--- src/rtl/mda_map.svh ---
`ifndef MDA_MAP_SVH
`define MDA_MAP_SVH

// Number of requesting channels.
`define MDA_NUM_CH 8
// Width of the pin synchroniser: requests, hold grant, ready, direction.
`define MDA_SYNC_W 11
// Reset value of the active-low grant outputs.
`define MDA_GRANT_N_RST 8'hFF
// Reset value of the active-low strobes.
`define MDA_STROBE_N_RST 1'h1
// Reset value of the synchroniser stages.
`define MDA_SYNC_RST 11'h000
`endif

--- src/rtl/mda_pkg.sv ---
package mda_pkg;
  // Memory cycle sequencer, Gray coded along idle, first, wait, final.
  typedef enum logic [1:0] {
    MDA_CYC_IDLE  = 2'h0,
    MDA_CYC_FIRST = 2'h1,
    MDA_CYC_WAIT  = 2'h3,
    MDA_CYC_FINAL = 2'h2
  } mda_cyc_t;
endpackage

--- src/rtl/mda_sync2.sv ---
`include "mda_map.svh"
module mda_sync2 #(
  parameter int WIDTH = `MDA_SYNC_W
) (
  input wire logic ref_clk,
  input wire logic rst,
  input wire logic clk_en,
  input wire logic [WIDTH-1:0] din,
  output logic [WIDTH-1:0] dout
);
  logic [WIDTH-1:0] meta_q;

  // The first stage is read only by the second stage.
  always_ff @(posedge ref_clk)
  begin
    if (rst)
    begin
      meta_q <= `MDA_SYNC_RST;
      dout <= `MDA_SYNC_RST;
    end
    else if (clk_en)
    begin
      meta_q <= din;
      dout <= meta_q;
    end
  end
endmodule

--- src/rtl/mda_prio_sel.sv ---
`include "mda_map.svh"
module mda_prio_sel #(
  parameter int N = `MDA_NUM_CH
) (
  input wire logic [N-1:0] req,
  output logic any_req,
  output logic [N-1:0] pick
);
  // Channel 0 has the highest priority. With no request the decoder
  // is disabled and pick is all zero.
  always_comb
  begin
    pick = '0;
    any_req = |req;
    for (int i = N - 1; i >= 0; i--)
    begin
      if (req[i])
      begin
        pick = '0;
        pick[i] = 1'b1;
      end
    end
  end
endmodule

--- src/rtl/mda_arbiter.sv ---
`include "mda_map.svh"
module mda_arbiter (
  input wire logic ref_clk,
  input wire logic rst,
  input wire logic clk_en,
  input wire logic [`MDA_NUM_CH-1:0] request_n,
  input wire logic cpu_bus_granted,
  input wire logic mem_ready,
  input wire logic read_direction,
  output logic [`MDA_NUM_CH-1:0] grant_n,
  output logic cycle_done_n,
  output logic hold_request_n,
  output logic memory_cycle_strobe_n,
  output logic write_strobe_n,
  output logic dma_cycle_flag_n
);
  logic [`MDA_NUM_CH-1:0] req_s;
  logic cpu_bus_granted_s;
  logic ready_s;
  logic rdir_s;
  logic any_request;
  logic [`MDA_NUM_CH-1:0] pick;

  logic acquire_q;
  logic acquire_d;
  logic ownership_q;
  logic ownership_d;
  logic giveback_q;
  logic giveback_d;
  mda_pkg::mda_cyc_t cyc_q;
  mda_pkg::mda_cyc_t cyc_d;
  logic first_st;
  logic wait_st;
  logic final_st;
  logic grant_load_enable;
  logic grant_load_pulse;
  logic hold_d;

  // Every request, ready and direction pin, the hold grant included, arrives from outside this
  // clock domain, so all of them pass two stages before use; reset and clock enable go straight in.
  mda_sync2 #(
    .WIDTH(`MDA_SYNC_W)
  ) u_sync (
    .ref_clk(ref_clk),
    .rst(rst),
    .clk_en(clk_en),
    .din({~request_n, cpu_bus_granted, mem_ready, read_direction}),
    .dout({req_s, cpu_bus_granted_s, ready_s, rdir_s})
  );

  mda_prio_sel #(
    .N(`MDA_NUM_CH)
  ) u_prio (
    .req(req_s),
    .any_req(any_request),
    .pick(pick)
  );

  assign first_st = (cyc_q == mda_pkg::MDA_CYC_FIRST);
  assign wait_st = (cyc_q == mda_pkg::MDA_CYC_WAIT);
  assign final_st = (cyc_q == mda_pkg::MDA_CYC_FINAL);

  // Acquisition, ownership and giveback behave as J-K flip-flops.
  always_comb
  begin
    acquire_d = (any_request & ~ownership_q & ~giveback_q & ~acquire_q)
      | (acquire_q & ~cpu_bus_granted_s);
  end

  always_comb
  begin
    ownership_d = (cpu_bus_granted_s & acquire_q & ~ownership_q)
      | (ownership_q & ~(~any_request & final_st));
  end

  always_comb
  begin
    giveback_d = (~any_request & final_st & ~giveback_q)
      | (giveback_q & cpu_bus_granted_s);
  end

  // The hold pin is registered from the next state so that it shows the
  // same relation to the state flip-flops as the combinational form.
  always_comb
  begin
    hold_d = (any_request & ~giveback_d) | acquire_d | ownership_d;
  end

  always_comb
  begin
    cyc_d = cyc_q;
    unique case (cyc_q)
      mda_pkg::MDA_CYC_IDLE:
      begin
        if (cpu_bus_granted_s & acquire_q)
        begin
          cyc_d = mda_pkg::MDA_CYC_FIRST;
        end
      end
      mda_pkg::MDA_CYC_FIRST, mda_pkg::MDA_CYC_WAIT:
      begin
        if (ready_s)
        begin
          cyc_d = mda_pkg::MDA_CYC_FINAL;
        end
        else
        begin
          cyc_d = mda_pkg::MDA_CYC_WAIT;
        end
      end
      mda_pkg::MDA_CYC_FINAL:
      begin
        if (any_request)
        begin
          cyc_d = mda_pkg::MDA_CYC_FIRST;
        end
        else
        begin
          cyc_d = mda_pkg::MDA_CYC_IDLE;
        end
      end
    endcase
  end

  // Loading stays blocked during giveback: the processor may still show
  // its hold grant for a while after the hold request has gone.
  assign grant_load_enable = (cpu_bus_granted_s & acquire_q) | final_st;
  assign grant_load_pulse = grant_load_enable & ~giveback_q;

  always_ff @(posedge ref_clk)
  begin
    if (rst)
    begin
      acquire_q <= 1'b0;
      ownership_q <= 1'b0;
      giveback_q <= 1'b0;
    end
    else if (clk_en)
    begin
      acquire_q <= acquire_d;
      ownership_q <= ownership_d;
      giveback_q <= giveback_d;
    end
  end

  always_ff @(posedge ref_clk)
  begin
    if (rst)
    begin
      cyc_q <= mda_pkg::MDA_CYC_IDLE;
    end
    else if (clk_en)
    begin
      cyc_q <= cyc_d;
    end
  end

  always_ff @(posedge ref_clk)
  begin
    if (rst)
    begin
      grant_n <= `MDA_GRANT_N_RST;
    end
    else if (clk_en && grant_load_pulse)
    begin
      grant_n <= ~pick;
    end
  end

  always_ff @(posedge ref_clk)
  begin
    if (rst)
    begin
      hold_request_n <= `MDA_STROBE_N_RST;
      cycle_done_n <= `MDA_STROBE_N_RST;
      memory_cycle_strobe_n <= `MDA_STROBE_N_RST;
      dma_cycle_flag_n <= `MDA_STROBE_N_RST;
    end
    else if (clk_en)
    begin
      hold_request_n <= ~hold_d;
      cycle_done_n <= ~(cyc_d == mda_pkg::MDA_CYC_FINAL);
      memory_cycle_strobe_n <= (cyc_d == mda_pkg::MDA_CYC_IDLE);
      dma_cycle_flag_n <= ~((cyc_d == mda_pkg::MDA_CYC_FIRST)
        | (cyc_d == mda_pkg::MDA_CYC_WAIT));
    end
  end

  // The write strobe moves half a clock later than the rest, which
  // gives address and data setup before it falls.
  always_ff @(negedge ref_clk)
  begin
    if (rst)
    begin
      write_strobe_n <= `MDA_STROBE_N_RST;
    end
    else if (clk_en)
    begin
      write_strobe_n <= ~((~rdir_s & first_st)
        | (~write_strobe_n & wait_st));
    end
  end
endmodule

--- config.mk ---
export PLATFORM = sky130hd
export DESIGN_NAME = mda_arbiter
export DESIGN_NICKNAME = d
export VERILOG_FILES = /design/src/rtl/mda_pkg.sv /design/src/rtl/mda_sync2.sv /design/src/rtl/mda_prio_sel.sv /design/src/rtl/mda_arbiter.sv
export VERILOG_INCLUDE_DIRS = /design/src /design/src/rtl
export SDC_FILE = /design/constraint.sdc
export NUM_CORES = 1
export LEC_CHECK = 0
export BUFFER_PORTS_ARGS = -buffer_cell sky130_fd_sc_hd__clkbuf_2
export CAP_MARGIN = 20
export CORE_MARGIN = 2
export CORE_UTILIZATION = 58
export DETAILED_ROUTE_END_ITERATION = 10
export GPL_ROUTABILITY_DRIVEN = 0
export PLACE_DENSITY = 0.82
export SYNTH_ARGS = -nofsm -noshare
export SYNTH_HDL_FRONTEND = slang
export SYNTH_SLANG_ARGS = --single-unit
--- constraint.sdc ---
create_clock -name ref_clk -period 2.6 [get_ports ref_clk]
set_input_delay 0.13 -clock ref_clk [delete_from_list [all_inputs] [get_ports ref_clk]]
set_output_delay 0.13 -clock ref_clk [all_outputs]
set_load 0.02 [all_outputs]
==> impl_metrics.yaml <==
cells_and_area:
  layout-drive-gt1-share: 0.232
  diodes: 0
  area_growth_pct: 21.0
  multi_input_area_um2: 732
  nNetsFinal: 216
  fillers: 184
  utilization: 0.754
  regArea_um2: 801
floorplan:
  ios: 27
  core-area_um2: 2540
  die_h_um: 56.3
  start_util: 0.623
  chipWidth_um: 56.3
  fp.dieArea_um2: 3170
  fp-row-count: 18
sta:
  setup_viol: 0
  hold_ws_ps: 30.2
  finalSetupTns_ps: 0
  rsz0062_at_grt: "no"
  skew_ps: 43.5
  worst_slew_pin_slew_ps: 395
  slew_headroom: 0.737
  hold_violations: 0
  slew_viol_final: 0
logic_synthesis:
  yosysWarnings: 0
  synth_flop_cell: "dfxtp_1"
  synth_top_area_cell: "dfxtp_1"
  ys_types: 35
  synth-seq-cells: 40
  seq_area_frac_synth: 0.505
  netlist.area_leader.share: 0.505
  ys_top_cells_by_area: "dfxtp_1 51%, mux2i_1 9.5%, nor2_1 7.3%"
  syn_area_um2: 1590
  synth-edff-count: 0
  yosysMostFrequentCell: "dfxtp_1"
  synth_cells: 166
  synth_common_cells: "40 x dfxtp_1, 31 x nor2_1, 15 x mux2i_1"
  synthArstFlopShare: 0
  synth_area_per_cell_um2: 9.55
  syn_nets: 180
cts:
  cts_buffer_depth: 2
  cts_tree: "done"
  htree_levels: 2
  path_clk_slew_ps: 120
  cts_inserted_buffers: 5
  cts_setup_buffers: 0
  clock_latency_ps: 390
  clock-root-buffer: "clkbuf_4"
  cts.sinks: 40
critical_path:
  worstPathRequired_ps: 2470
  cp_max_fo: 3
  crit_path_end_kind: "output port"
  crit_chain: "clkbuf_2"
  crit_family: "flip-flops"
  cpPeakStageDelay_ps: 340
  crit_buf_inv: 1
  slowest_stage: "dfxtp_1"
  startpoint_type: "flip-flop"
  crit_type: "flip-flop to output port"
  arrival_ps: 2210
pwr:
  pwr-share-comb: 0.111
  p_per_area_nw_per_um2: 632
  p_seq_frac: 0.548
  power.switching_mw: 0.302
  netSwitchingFraction: 0.249
  clkPwrFrac: 0.341
  max-vdd-ir-drop_mv: 0.590
  total_power_mw: 1.21
  leakage_nw: 0.837
  internal-power_mw: 0.910
grt:
  first_global_vias: 1142
  grt_max_degree: 39
  antenna_found_initial: 0
  grt_pass1_wl_mm: 5.21
  track_usage: 0.212
  overflow: 0
route:
  first_pass_iters: 4
  drc_errors: 0
  wl_per_cell_um: 13.2
  drt_wl_total_mm: 3.07
  via_per_inst: 5.47
  ant_nets: 0
  drt-initial-drc-count: 22
  route.vias.total: 1274
flow_run:
  cap_violations: 0
place:
  portBuffers: 26
  hpwlAfterDp_mm: 2.00
hold_path:
  hold_path.class: "primary input to flip-flop"
run_status:
  outcome: "complete, no violations"
registers in the layout, indices dropped and copies added (netlist names):
name and flops:
grant_n 8, acquire_q 1, dma_cycle_flag_n 1, ownership_q 1, giveback_q 1, cycle_done_n 1
cyc_q 2, u_sync.meta_q 11, hold_request_n 1, u_sync.dout 11, write_strobe_n 1, memory_cycle_strobe_n 1
through the flow:
| step | instance area (um^2) | setup WS, ps | std cells |
|---|---|---|---|
| after global routing | 1920 | 198 | 233 |
| after global placement | 1740 | 414 | 215 |
| after floorplan | 1590 | 445 | 166 |
| final | 1920 | 263 | 233 |
| after CTS | 1920 | 253 | 233 |
| after detailed placement | 1740 | 346 | 215 |
per-layer routing:
| metal | global-route usage | vias to the layer above | share of wire |
|---|---|---|---|
| met2 | 0.324 | 23 | 0.46 |
| met4 | 0.0714 | 0 | 0.014 |
| met1 | 0.281 | 586 | 0.48 |
| met5 | 0 | - | 0 |
| li1 | - | 660 | - |
| met3 | 0.0714 | 5 | 0.044 |
cell usage in the layout, fill, tap and decap left out, drive strengths merged:
cell,Yosys,routed
nor2,31,31
nand2,2,2
a311oi,1,1
or2,5,5
clkinvlp,0,1
or3,1,1
o21a,1,1
nand4b,1,1
a2bb2oi,1,1
nor3,1,1
o311a,1,1
nor4,3,3
and3,2,2
dfxtp,40,40
inv,4,4
a21oi,5,5
or4,2,2
nand2b,5,5
o21ai,6,6
clkbuf,7,31
dlygate4sd3,0,10
and4b,1,1
a2111oi,1,1
bufinv,0,1
o21bai,6,6
clkinv,0,1
and3b,1,1
nand3,3,3
nor3b,2,2
a211oi,8,8
a21o,4,4
a211o,1,1
nor2b,1,1
a32oi,1,1
buf,3,3
mux2i,15,15
worst paths after layout:
kind,cells after the start,from,slack (ps),end
hold / removal,3,read_direction,30,u_sync.meta_q[0]
setup / recovery,1,write_strobe_n,260,write_strobe_n
setup reg to reg,4,cyc_q[1],360,write_strobe_n
hold reg to reg,2,dma_cycle_flag_n,470,dma_cycle_flag_n
cells by family after synthesis:
family          synth area share
simple gates               0.202
flops                      0.505
mux                       0.0947
compound gates             0.165
buf+inv                   0.0331
layout make-up:
type,instances,share of cell area
Clock inverter,4,0.0241
Timing Repair Buffer,39,0.132
Clock buffer,5,0.0196
Sequential cell,40,0.417
Multi-Input combinational cell,112,0.382
Inverter,3,0.00587
Tap cell,30,0.0196
power by group through the flow:
stage / logic [mW] / registers, mW / clock network [mW]
finish: 0.134 / 0.664 / 0.413
CTS: 0.134 / 0.663 / 0.422
global route: 0.150 / 0.668 / 0.446
floorplan: 0.0879 / 0.676 / 0.00481
detailed placement: 0.122 / 0.677 / 0.00481
global placement: 0.118 / 0.675 / 0.00481
repair_timing:
item,CTS,global route
hold endpoints to repair,10,0
resized for setup,0,0
hold buffers,10,0
(Power assumes the default switching activity.)
